**src/design/ccr_pkg.sv**
```systemverilog
// Package: register map, field layout and encodings of the codec control register bank
package ccr_pkg;
  localparam logic [7:0] ADDR_DAC_CTRL = 8'h02;
  localparam logic [7:0] ADDR_ATT_LEFT = 8'h03;
  localparam logic [7:0] ADDR_ATT_RIGHT = 8'h04;
  localparam logic [7:0] ADDR_PORT_MODE = 8'h05;
  localparam logic [7:0] ADDR_STATUS = 8'h06;
  localparam logic [7:0] ADDR_MCLK_RATIO = 8'h07;
  localparam logic [7:0] RESET_VALUE = 8'h00;
  localparam logic [7:0] MUTE_THRESHOLD = 8'he3;
  localparam int DAC_SOFT_BIT = 3;
  localparam int DAC_RATE_LSB = 0;
  localparam int DEEMPH_LSB = 5;
  localparam int EDGE_POL_BIT = 4;
  localparam int OUT_FMT_LSB = 2;
  localparam int IN_FMT_LSB = 0;
  localparam int RIGHT_ACCEPT_BIT = 7;
  localparam int LEFT_ACCEPT_BIT = 6;
  localparam int RIGHT_PEAK_LSB = 3;
  localparam int LEFT_PEAK_LSB = 0;
  localparam logic [6:0] PORT_MODE_MASK = 7'h7f;
  localparam logic [1:0] CLK_RATIO_MASK = 2'h3;
  localparam logic [9:0] ZC_TIMEOUT = 10'h200;
  localparam logic [5:0] STEP_LEN_RATE0 = 6'h08;
  localparam logic [5:0] STEP_LEN_RATE1 = 6'h04;
  localparam logic [5:0] STEP_LEN_RATE2 = 6'h10;
  localparam logic [5:0] STEP_LEN_RATE3 = 6'h20;
  localparam logic [2:0] LEVEL_NORMAL = 3'h0;
  localparam logic [2:0] LEVEL_CLIP = 3'h7;
  typedef enum logic [1:0] {CCR_DEEMPH_44K1, CCR_DEEMPH_48K, CCR_DEEMPH_32K, CCR_DEEMPH_OFF} ccr_deemph_t;
  typedef enum logic [1:0] {CCR_FMT_I2S, CCR_FMT_LJ, CCR_FMT_RJ24, CCR_FMT_RJ20} ccr_format_t;
  typedef enum logic [1:0] {CCR_RATIO_256, CCR_RATIO_384, CCR_RATIO_512, CCR_RATIO_RSV} ccr_mclk_t;
endpackage : ccr_pkg

```
**src/design/ccr_chan_if.sv**
```systemverilog
// Interface: one channel's attenuation request and progress between bank and ramp unit
`timescale 1ns/1ps
interface ccr_chan_if;
  logic [7:0] target;
  logic load;
  logic [7:0] applied;
  logic mute;
  logic busy;
  modport bank (output target, output load, input applied, input mute, input busy);
  modport unit (input target, input load, output applied, output mute, output busy);
endinterface : ccr_chan_if

```
**src/design/ccr_att_ramp.sv**
```systemverilog
// Module: per-channel attenuation transition, soft ramp or zero cross
`timescale 1ns/1ps
module ccr_att_ramp (
  input wire logic clk,
  input wire logic rst_n,
  input wire logic soft_sel,
  input wire logic [1:0] rate_sel,
  input wire logic frame_tick,
  input wire logic zero_cross,
  ccr_chan_if.unit ch
);
  logic [7:0] applied_r;
  logic [7:0] target_r;
  logic busy_r;
  logic [5:0] step_cnt_r;
  logic [9:0] tmo_cnt_r;
  logic [5:0] step_len;

  always_comb begin
    case (rate_sel)
      2'h0: step_len = ccr_pkg::STEP_LEN_RATE0;
      2'h1: step_len = ccr_pkg::STEP_LEN_RATE1;
      2'h2: step_len = ccr_pkg::STEP_LEN_RATE2;
      default: step_len = ccr_pkg::STEP_LEN_RATE3;
    endcase
  end

  always_ff @(posedge clk or negedge rst_n) begin
    if (!rst_n) begin
      applied_r <= 8'h00;
      target_r <= 8'h00;
      busy_r <= 1'b0;
      step_cnt_r <= 6'h00;
      tmo_cnt_r <= 10'h000;
    end else if (ch.load) begin
      target_r <= ch.target;
      busy_r <= (ch.target != applied_r);
      step_cnt_r <= 6'h00;
      tmo_cnt_r <= 10'h000;
    end else if (busy_r && frame_tick) begin
      if (soft_sel) begin
        // Zero cross: single jump, forced after the sample timeout
        if (zero_cross || tmo_cnt_r == ccr_pkg::ZC_TIMEOUT - 10'h001) begin
          applied_r <= target_r;
          busy_r <= 1'b0;
        end else begin
          tmo_cnt_r <= tmo_cnt_r + 10'h001;
        end
      end else if (step_cnt_r == step_len - 6'h01) begin
        // Soft ramp: one half-dB code per step period
        step_cnt_r <= 6'h00;
        if (applied_r < target_r) begin
          applied_r <= applied_r + 8'h01;
          busy_r <= (applied_r + 8'h01 != target_r);
        end else begin
          applied_r <= applied_r - 8'h01;
          busy_r <= (applied_r - 8'h01 != target_r);
        end
      end else begin
        step_cnt_r <= step_cnt_r + 6'h01;
      end
    end
  end

  assign ch.applied = applied_r;
  assign ch.mute = (applied_r > ccr_pkg::MUTE_THRESHOLD);
  assign ch.busy = busy_r;
endmodule : ccr_att_ramp

```
**src/design/ccr_control_bank.sv**
```systemverilog
// Module: top of the codec control register bank with status and converter controls
`timescale 1ns/1ps
module ccr_control_bank (
  input wire logic clk,
  input wire logic rst_n,
  // Register port from the control port decoder
  input wire logic reg_wr,
  input wire logic reg_rd,
  input wire logic [7:0] reg_addr,
  input wire logic [7:0] reg_wdata,
  output logic [7:0] reg_rdata,
  input wire logic spi_mode,
  // Converter side
  input wire logic master_mode,
  input wire logic frame_tick,
  input wire logic left_zero_cross,
  input wire logic right_zero_cross,
  input wire logic [2:0] left_adc_level,
  input wire logic [2:0] right_adc_level,
  output logic [7:0] left_attenuation_code,
  output logic [7:0] right_attenuation_code,
  output logic left_dac_mute,
  output logic right_dac_mute,
  output logic [1:0] deemphasis_select,
  output logic serial_edge_polarity,
  output logic [1:0] output_frame_format,
  output logic [1:0] input_frame_format,
  output logic [1:0] master_clock_ratio_sel,
  output logic master_clock_ratio_valid
);
  // ----------------------------------------
  // Registers
  // ----------------------------------------
  logic [7:0] dac_ctrl_r;
  logic [7:0] att_left_r;
  logic [7:0] att_right_r;
  logic [6:0] port_mode_r;
  logic [1:0] mclk_ratio_r;
  logic [2:0] left_peak_level_r;
  logic [2:0] right_peak_level_r;
  logic [2:0] left_level_meta_r;
  logic [2:0] left_level_sync_r;
  logic [2:0] right_level_meta_r;
  logic [2:0] right_level_sync_r;
  logic [2:0] ztick_meta_r;
  logic [2:0] ztick_sync_r;
  logic left_setting_accepted;
  logic right_setting_accepted;
  logic status_read;
  logic [7:0] status_word;
  logic [7:0] rdata_nxt;

  ccr_chan_if left_ch ();
  ccr_chan_if right_ch ();

  // ----------------------------------------
  // Register writes
  // ----------------------------------------
  // One process per register; the status address has no write decode, so writes there vanish
  always_ff @(posedge clk or negedge rst_n) begin
    if (!rst_n) begin
      dac_ctrl_r <= ccr_pkg::RESET_VALUE;
    end else if (reg_wr && (reg_addr == ccr_pkg::ADDR_DAC_CTRL)) begin
      dac_ctrl_r <= reg_wdata;
    end
  end

  always_ff @(posedge clk or negedge rst_n) begin
    if (!rst_n) begin
      att_left_r <= ccr_pkg::RESET_VALUE;
    end else if (reg_wr && (reg_addr == ccr_pkg::ADDR_ATT_LEFT)) begin
      att_left_r <= reg_wdata;
    end
  end

  always_ff @(posedge clk or negedge rst_n) begin
    if (!rst_n) begin
      att_right_r <= ccr_pkg::RESET_VALUE;
    end else if (reg_wr && (reg_addr == ccr_pkg::ADDR_ATT_RIGHT)) begin
      att_right_r <= reg_wdata;
    end
  end

  always_ff @(posedge clk or negedge rst_n) begin
    if (!rst_n) begin
      port_mode_r <= 7'h00;
    end else if (reg_wr && (reg_addr == ccr_pkg::ADDR_PORT_MODE)) begin
      port_mode_r <= reg_wdata[6:0] & ccr_pkg::PORT_MODE_MASK;
    end
  end

  // Reserved upper bits are dropped, so they always read back as zero
  always_ff @(posedge clk or negedge rst_n) begin
    if (!rst_n) begin
      mclk_ratio_r <= 2'h0;
    end else if (reg_wr && (reg_addr == ccr_pkg::ADDR_MCLK_RATIO)) begin
      mclk_ratio_r <= reg_wdata[1:0] & ccr_pkg::CLK_RATIO_MASK;
    end
  end

  assign left_ch.load = reg_wr && (reg_addr == ccr_pkg::ADDR_ATT_LEFT);
  assign right_ch.load = reg_wr && (reg_addr == ccr_pkg::ADDR_ATT_RIGHT);
  assign left_ch.target = reg_wdata;
  assign right_ch.target = reg_wdata;

  // ----------------------------------------
  // Input synchronisers
  // ----------------------------------------
  // Converter pins other than master_mode cross in through two flops before any use
  always_ff @(posedge clk or negedge rst_n) begin
    if (!rst_n) begin
      left_level_meta_r <= 3'h0;
      left_level_sync_r <= 3'h0;
    end else begin
      left_level_meta_r <= left_adc_level;
      left_level_sync_r <= left_level_meta_r;
    end
  end

  always_ff @(posedge clk or negedge rst_n) begin
    if (!rst_n) begin
      right_level_meta_r <= 3'h0;
      right_level_sync_r <= 3'h0;
    end else begin
      right_level_meta_r <= right_adc_level;
      right_level_sync_r <= right_level_meta_r;
    end
  end

  // Tick and crossings share one delay, so their relative timing is kept
  always_ff @(posedge clk or negedge rst_n) begin
    if (!rst_n) begin
      ztick_meta_r <= 3'h0;
      ztick_sync_r <= 3'h0;
    end else begin
      ztick_meta_r <= {frame_tick, left_zero_cross, right_zero_cross};
      ztick_sync_r <= ztick_meta_r;
    end
  end

  // ----------------------------------------
  // Attenuation transition units
  // ----------------------------------------
  ccr_att_ramp u_left_ramp (
    .clk(clk),
    .rst_n(rst_n),
    .soft_sel(dac_ctrl_r[ccr_pkg::DAC_SOFT_BIT]),
    .rate_sel(dac_ctrl_r[ccr_pkg::DAC_RATE_LSB +: 2]),
    .frame_tick(ztick_sync_r[2]),
    .zero_cross(ztick_sync_r[1]),
    .ch(left_ch.unit)
  );

  ccr_att_ramp u_right_ramp (
    .clk(clk),
    .rst_n(rst_n),
    .soft_sel(dac_ctrl_r[ccr_pkg::DAC_SOFT_BIT]),
    .rate_sel(dac_ctrl_r[ccr_pkg::DAC_RATE_LSB +: 2]),
    .frame_tick(ztick_sync_r[2]),
    .zero_cross(ztick_sync_r[0]),
    .ch(right_ch.unit)
  );

  // Flag is high from the write until the unit reaches the target
  assign left_setting_accepted = left_ch.busy;
  assign right_setting_accepted = right_ch.busy;

  // ----------------------------------------
  // Peak level capture
  // ----------------------------------------
  // Status read only visible under I2C; SPI reads do not exist
  assign status_read = reg_rd && !spi_mode && (reg_addr == ccr_pkg::ADDR_STATUS);

  // A new peak in the read cycle is kept, so no clip event is lost
  always_ff @(posedge clk or negedge rst_n) begin
    if (!rst_n) begin
      left_peak_level_r <= ccr_pkg::LEVEL_NORMAL;
    end else if (status_read) begin
      left_peak_level_r <= left_level_sync_r;
    end else if (left_level_sync_r > left_peak_level_r) begin
      left_peak_level_r <= left_level_sync_r;
    end
  end

  always_ff @(posedge clk or negedge rst_n) begin
    if (!rst_n) begin
      right_peak_level_r <= ccr_pkg::LEVEL_NORMAL;
    end else if (status_read) begin
      right_peak_level_r <= right_level_sync_r;
    end else if (right_level_sync_r > right_peak_level_r) begin
      right_peak_level_r <= right_level_sync_r;
    end
  end

  // ----------------------------------------
  // Read path
  // ----------------------------------------
  always_comb begin
    status_word = 8'h00;
    status_word[ccr_pkg::RIGHT_ACCEPT_BIT] = right_setting_accepted;
    status_word[ccr_pkg::LEFT_ACCEPT_BIT] = left_setting_accepted;
    status_word[ccr_pkg::RIGHT_PEAK_LSB +: 3] = right_peak_level_r;
    status_word[ccr_pkg::LEFT_PEAK_LSB +: 3] = left_peak_level_r;
  end

  always_comb begin
    rdata_nxt = 8'h00;
    if (reg_rd && !spi_mode) begin
      case (reg_addr)
        ccr_pkg::ADDR_DAC_CTRL: rdata_nxt = dac_ctrl_r;
        ccr_pkg::ADDR_ATT_LEFT: rdata_nxt = att_left_r;
        ccr_pkg::ADDR_ATT_RIGHT: rdata_nxt = att_right_r;
        ccr_pkg::ADDR_PORT_MODE: rdata_nxt = {1'b0, port_mode_r};
        ccr_pkg::ADDR_STATUS: rdata_nxt = status_word;
        ccr_pkg::ADDR_MCLK_RATIO: rdata_nxt = {6'h00, mclk_ratio_r};
        default: rdata_nxt = 8'h00;
      endcase
    end
  end

  always_ff @(posedge clk or negedge rst_n) begin
    if (!rst_n) begin
      reg_rdata <= 8'h00;
    end else if (reg_rd) begin
      reg_rdata <= rdata_nxt;
    end
  end

  // ----------------------------------------
  // Converter controls
  // ----------------------------------------
  assign left_attenuation_code = left_ch.applied;
  assign right_attenuation_code = right_ch.applied;
  assign left_dac_mute = left_ch.mute;
  assign right_dac_mute = right_ch.mute;
  assign deemphasis_select = port_mode_r[ccr_pkg::DEEMPH_LSB +: 2];
  assign serial_edge_polarity = port_mode_r[ccr_pkg::EDGE_POL_BIT];
  assign output_frame_format = port_mode_r[ccr_pkg::OUT_FMT_LSB +: 2];
  assign input_frame_format = port_mode_r[ccr_pkg::IN_FMT_LSB +: 2];
  // Ratio only drives clocking in master mode; reads 256 Fs otherwise
  assign master_clock_ratio_sel = master_mode ? mclk_ratio_r : 2'h0;
  assign master_clock_ratio_valid = master_mode && (mclk_ratio_r != 2'h3);
endmodule : ccr_control_bank

```
**config.mk**
```make
export PLATFORM = sky130hd
export DESIGN_NAME = ccr_control_bank
export DESIGN_NICKNAME = d
export VERILOG_FILES = /design/src/design/ccr_pkg.sv /design/src/design/ccr_chan_if.sv /design/src/design/ccr_att_ramp.sv /design/src/design/ccr_control_bank.sv
export SDC_FILE = /design/constraint.sdc
export NUM_CORES = 1
export LEC_CHECK = 0
export BUFFER_PORTS_ARGS = -buffer_cell sky130_fd_sc_hd__buf_2
export CORE_ASPECT_RATIO = 1.25
export CORE_UTILIZATION = 40
export DETAILED_ROUTE_END_ITERATION = 6
export SYNTH_ARGS = -nofsm -noshare
export SYNTH_HDL_FRONTEND = slang
export SYNTH_SLANG_ARGS = --single-unit
```
**constraint.sdc**
```tcl
create_clock -name clk -period 3.1 [get_ports clk]
set_clock_uncertainty 0.15 [all_clocks]
set_input_delay 0.62 -clock clk [delete_from_list [all_inputs] [get_ports clk]]
set_output_delay 0.62 -clock clk [all_outputs]
set_load 0.01 [all_outputs]
```
### Word-level counts from Yosys, hierarchy flattened

Cells that the tools add are included.

* memories kept: 0
* logic and storage cells: 142
* bits in read-only memories: 0
* register bits: 115
* output and inout bits: 36
* bits in latches: 0
* RAM bits: 0
* input bits: 31

* reduce and logical (&&, ||, !) cells: 32
* shift-type cells: 0
* $lt $le $gt $ge: 6
* multipliers: 0
* multiplexer cells: 44
* divide/modulo/power cells: 0
* bitwise operators: 2
* add/sub/neg operators: 9
* eq/ne operators: 27

Operators with widths (count)
* $mux 10: 8
* $mux 8: 9
* $mux 6: 8
* $ne 8x8->1: 6
* $pmux 8 s6: 1
* $eq 8x3->1 const B: 4
* $add 10x1->10 const B: 2
* $eq 10x9->1 const B: 2
* $pmux 6 s3: 1
* $add 8x1->8 const B: 2
* $eq 8x2->1 const B: 2
* $gt 8x8->1 const B: 2
* $lt 8x8->1: 2
* $reduce_bool 2->1: 8
* $sub 8x1->8 const B: 2
* $add 6x1->6 const B: 2
* $eq 6x6->1: 2
* $mux 1: 12
* $mux 3: 4
* $reduce_and 3->1: 4
* $logic_and 1x1->1: 10
* $ne 2x1->1 const B: 4
* $reduce_and 4->1: 2
* $gt 3x3->1: 2
* other kinds (12): 19

### Logic depth before layout (Yosys ltp)

* depth after elaboration: 8
* gate-level depth with buffers: 16
* mapped depth without buffers: 16

### Cells and area by module

Synthesis repeated with hierarchy kept, for this count alone.

* cell total of the unflattened synthesis: 793
* area total of the unflattened synthesis: 7742.4 µm²

Modules (own cells, without submodules)
* ccr_att_ramp: instances 2, area an instance 2446.1 µm², cells an instance 290, seq. area each 825.8 µm²
* ccr_control_bank: instances 1, area an instance 2850.2 µm², cells an instance 213, seq. area each 1626.6 µm²

### Worst setup path before layout

No wires, ideal clock.

* path kind: register -> register
* from: register u_left_ramp.applied_r[0] (netlist: u_left_ramp.ch.applied[0])
* to: register u_left_ramp.busy_r (netlist: u_left_ramp.ch.busy)
* period minus slack after synthesis: 3.286 ns
* slack: -0.186 ns
* arrival time: 3.068 ns
* library setup time: 0.068 ns
* stages on the path, launching flop included: 15
* data required time: 2.882 ns
* buffers on the path: 0
* cells stage by stage: dfrtp_1 > inv_1 > ha_1 > nand2b_1 > a21oi_1 > nor3_1 > o21ai_4 > ha_1 > a211oi_2 > o21bai_2 > a211o_1 > a21oi_4 > xnor3_1 > a41o_1 > nand3_1

* longest elaborated chain between the ends: 7
* elaborated cells on any way between the ends: 11
* classes of those cells: 2 x add/sub; 1 x order compare; 3 x eq/ne; 5 x mux

RTL lines
* start, declared: RTL line ccr_att_ramp.sv:12 `logic [7:0] applied_r;`
* start signal, assigned: RTL line ccr_att_ramp.sv:44 `applied_r <= target_r;`
* start signal, assigned: RTL line ccr_att_ramp.sv:53 `applied_r <= applied_r + 8'h01;`
* start signal, assigned: RTL line ccr_att_ramp.sv:56 `applied_r <= applied_r - 8'h01;`
* $sub 8x1->8 / $add 8x1->8 (equally long branches): RTL line ccr_att_ramp.sv:57, ccr_att_ramp.sv:54
* $ne 8x8->1, on equally long branches: RTL line ccr_att_ramp.sv:57, ccr_att_ramp.sv:54
* $mux 1: RTL line ccr_att_ramp.sv:52 `if (applied_r < target_r) begin`
* $mux 1: RTL line ccr_att_ramp.sv:49 `end else if (step_cnt_r == step_len - 6'h01) begin`
* $mux 1: RTL line ccr_att_ramp.sv:41 `if (soft_sel) begin`
* $mux 1: RTL line ccr_att_ramp.sv:40 `end else if (busy_r && frame_tick) begin`
* $mux 1 *: RTL line ccr_att_ramp.sv:35 `end else if (ch.load) begin`
* end signal, assigned: RTL line ccr_att_ramp.sv:37 `busy_r <= (ch.target != applied_r);`
* end signal, assigned: RTL line ccr_att_ramp.sv:54 `busy_r <= (applied_r + 8'h01 != target_r);`
* end signal, assigned: RTL line ccr_att_ramp.sv:57 `busy_r <= (applied_r - 8'h01 != target_r);`
* end, declared: RTL line ccr_att_ramp.sv:14 `logic busy_r;`

Mark *: on every way between the ends. The rest lies on a longest branch, timed or not. The select of a mux whose other input is x is not followed.
A chain may end at the register's enable or synchronous reset.

### Final worst setup path

* from: register u_left_ramp.applied_r[1] (netlist: u_left_ramp.ch.applied[1])
* to: register u_left_ramp.busy_r (netlist: u_left_ramp.ch.busy)

Same word-level chain as after synthesis.

==> impl_metrics.tcl <==
set metrics [dict create \
    cts_htree_levels 4 \
    irDropWorstVdd_v 0.0004233 \
    drt-wirelength-per-cell_um 17.53 \
    nFillCells 1489 \
    drc 0 \
    nets 928 \
    fin_ws_ns -0.03134 \
    synth_seq_cells 115 \
    hpwl_mm 13.96 \
    cp.required_ns 3.30 \
    via_per_inst 5.410 \
    failed_checks "negative setup slack" \
    p_sw_share_pct 30.82 \
    yosysTopAreaCell "dfrtp_1" \
    row_count 53 \
    yosysTopAreaCellShare_pct 42.06 \
    clock_sinks 115 \
    cts_tree "yes" \
    critPathMostFrequentCell "ha_4" \
    start_util_pct 40.78 \
    syn-cell-area_um2 6842 \
    die_area_um2 17630 \
    wirelength_mm 19.06 \
    ys_types 72 \
    critPathSlowestCell "dfrtp_2" \
    core-area_um2 16780 \
    grt_pass1_wl_mm 30.24 \
    synth.area.top_cells "dfrtp_1, ha_1, mux2_2" \
    final_layout_size_suffix_gt1_share_pct 35.29 \
    combPwrFrac_pct 25.2 \
    power_density_nw_per_um2 588.4 \
    clkTransAtPathRegs_ns 0.05 \
    drv_slew 0 \
    clock_power_share_pct 37.8 \
    synth_edf_count 0 \
    worst-path-max-fanout 8 \
    synth.avg_cell_area_um2 9.650 \
    grt_max_degree 49 \
    slew_headroom_pct 49.52 \
    clock_latency_ns 0.42 \
    grt_pass1_vias 5995 \
    worstHoldPathType "primary input to asynchronous set/reset pin" \
    start_kind "register" \
    place_congestion 0.8616 \
    tns_ns -0.05978 \
    grt_setup_unrepaired "true" \
    critPathTopFamily "compound AO/OA/AOI/OAI gates" \
    synthToLayoutAreaGrowth_pct 33.56 \
    track_usage_pct 22.38 \
    synth_async_sr_flop_share_pct 100.0 \
    pwr-share-seq_pct 37.0 \
    overflow 0 \
    status "complete, but fails checks" \
    finalPower_mw 5.376 \
    ys_top_cells_by_count "dfrtp_1, nand2_1, nor2_1, a21oi_1, ha_1" \
    cp-end-kind "register" \
    ys_warn_count 0 \
    path_buf_inv 0 \
    crit_type "register to register" \
    drt_iter0_drc 347 \
    fin_crit_sh_pct 101.0 \
    worst_slew_pin_slew_ns 0.7539 \
    n_antenna_cell 0 \
    drtPass1Iterations 4 \
    internal_power_mw 3.719 \
    p_leak_nw 4.136 \
    yosysMostFrequentCell "dfrtp_1" \
    cts-root-buf "clkbuf_16" \
    ys_seq_area_share_pct 42.06 \
    finish.utilization_pct 54.46 \
    boundaryPins 67 \
    finalWorstPathRequiredPeriod_ns 3.131 \
    numCtsBuffers 17 \
    num_vias 5881 \
    report.final.setup_viol 2 \
    synth_flop_cell "dfrtp_1" \
    syn_inst 709 \
    postRouteAntennaNets 0 \
    fmax_mhz 319.4 \
    finalHoldViolations 0 \
    fp.dieH_um 148.2 \
    max_stage_delay_ns 0.43 \
    path_cells "ha_4, nand2b_4, a21oi_2, nor3_2, o21ai_4, ha_4, a211oi_4, o21bai_2, a211o_1, a21oi_4, xnor3_1, a41o_1, nand3_1" \
    clock_path_buffers 2 \
    antenna_found_initial 0 \
    arrival_ns 3.33 \
    io_buffer_count 66 \
    maxCapViolations 0 \
    syn_nets 782 \
    place_ws_ns -0.2401 \
    die_w_um 119.0 \
    switchingPower_mw 1.657 \
]
## cell families (layout without fill, tap and decap cells)
| group | count (synthesis) | count (layout) | share of synthesized area, % |
|---|---|---|---|
| buf+inv | 66 | 224 | 3.749 |
| compound gates | 155 | 155 | 15.25 |
| flops | 115 | 115 | 42.06 |
| fa+ha+maj | 42 | 42 | 7.901 |
| mux | 38 | 38 | 6.090 |
| xor+xnor | 63 | 63 | 8.266 |
| simple gates | 230 | 230 | 16.68 |
## repair_timing
| action | 4_1_cts | 5_1_grt |
|---|---|---|
| buffers inserted | 5 | 8 |
| resized for setup | 36 | 33 |
| hold endpoints to repair | 0 | 0 |
| endpoints found under the setup margin | 9 | 10 |
| pin swaps | 27 | 24 |
| hold buffers | 0 | 0 |
| gates cloned | 0 | 0 |
## registers in the layout, indices dropped and copies added, names as in the netlist, 2 cells and up
register / count
left_level_meta_r: 3
mclk_ratio_r: 2
right_level_sync_r: 3
u_left_ramp.tmo_cnt_r: 10
port_mode_r: 7
ztick_sync_r: 3
right_peak_level_r: 3
ztick_meta_r: 3
u_right_ramp.ch.applied: 8
left_level_sync_r: 3
right_level_meta_r: 3
u_left_ramp.ch.applied: 8
u_right_ramp.tmo_cnt_r: 10
u_left_ramp.step_cnt_r: 6
left_peak_level_r: 3
att_right_r: 8
u_left_ramp.target_r: 8
dac_ctrl_r: 8
reg_rdata: 8
u_right_ramp.step_cnt_r: 6
## worst paths after layout
path                       cells past startpoint                 startpoint  slack [ns]                    end
setup / recovery                              13  u_left_ramp.ch.applied[1]       -0.03    u_left_ramp.ch.busy
hold / removal                                 1                      rst_n        0.02         att_right_r[0]
setup reg to reg                              13  u_left_ramp.ch.applied[1]       -0.03    u_left_ramp.ch.busy
hold reg to reg                                0      right_level_meta_r[1]        0.20  right_level_sync_r[1]
max in group asynchronous                      2                      rst_n        1.95  right_level_sync_r[1]
min in group clk                               1          left_adc_level[2]        0.15   left_level_meta_r[2]
## metal layers
layer / wire, µm / share of wire [%] / track usage (%) / vias to the layer above
li1: - / - / - / 2814
met1: 7691 / 40 / 26.08 / 2900
met2: 9940 / 52 / 39.06 / 121
met3: 738 / 3.9 / 4.448 / 46
met4: 690 / 3.6 / 11.33 / 0
met5: 0 / 0 / 0 / -
## through the flow
step	cell area [µm²]	cells	hold slack (ns)
2_1_floorplan	6977	709	0.1744
3_3_place_gp	8035	1043	0.1835
3_5_place_dp	8035	1043	0.1864
5_1_grt	9138	1087	0.05629
4_1_cts	8914	1079	0.02455
6_report	9138	1087	0.01723
## power groups by stage
stage               Clock, mW  Sequential, mW  Combinational, mW
finish                   2.03            1.99               1.35
global route             2.13            2.02               1.51
CTS                      2.07            1.98               1.33
detailed placement          0            2.00               1.24
global placement            0            1.98               1.19
floorplan                   0            1.98              0.780
## cell usage in the layout (no fill, tap or decap), drive strengths merged, types with 5 or more instances in the layout
master | netlist | layout
dfrtp | 115 | 115
buf | 12 | 153
o22ai | 9 | 9
o21ai | 42 | 42
a221o | 5 | 5
a21oi | 41 | 41
xnor2 | 34 | 34
nor3 | 14 | 14
xor2 | 28 | 28
nand3 | 21 | 21
or3 | 5 | 5
nor2 | 65 | 65
mux2i | 9 | 9
o21a | 5 | 5
nand4 | 11 | 11
mux2 | 29 | 29
inv | 39 | 41
nor2b | 10 | 10
clkbuf | 14 | 20
a211oi | 6 | 6
nand2 | 66 | 66
nand2b | 6 | 6
a21o | 6 | 6
nor4 | 7 | 7
a22oi | 8 | 8
ha | 40 | 40
## layout make-up
type                       instances  area (µm²)  share of cell area, %
multi-input combinational        528        4180                  45.75
sequential                       115        2888                  31.60
timing repair buffer             153        1026                  11.23
clock buffer                      20       466.7                  5.107
tap                              220       275.3                  3.012
clock inverter                    11       151.4                  1.657
inverter                          40       150.1                  1.643
Note: power is estimated with default switching activity, not from simulation.
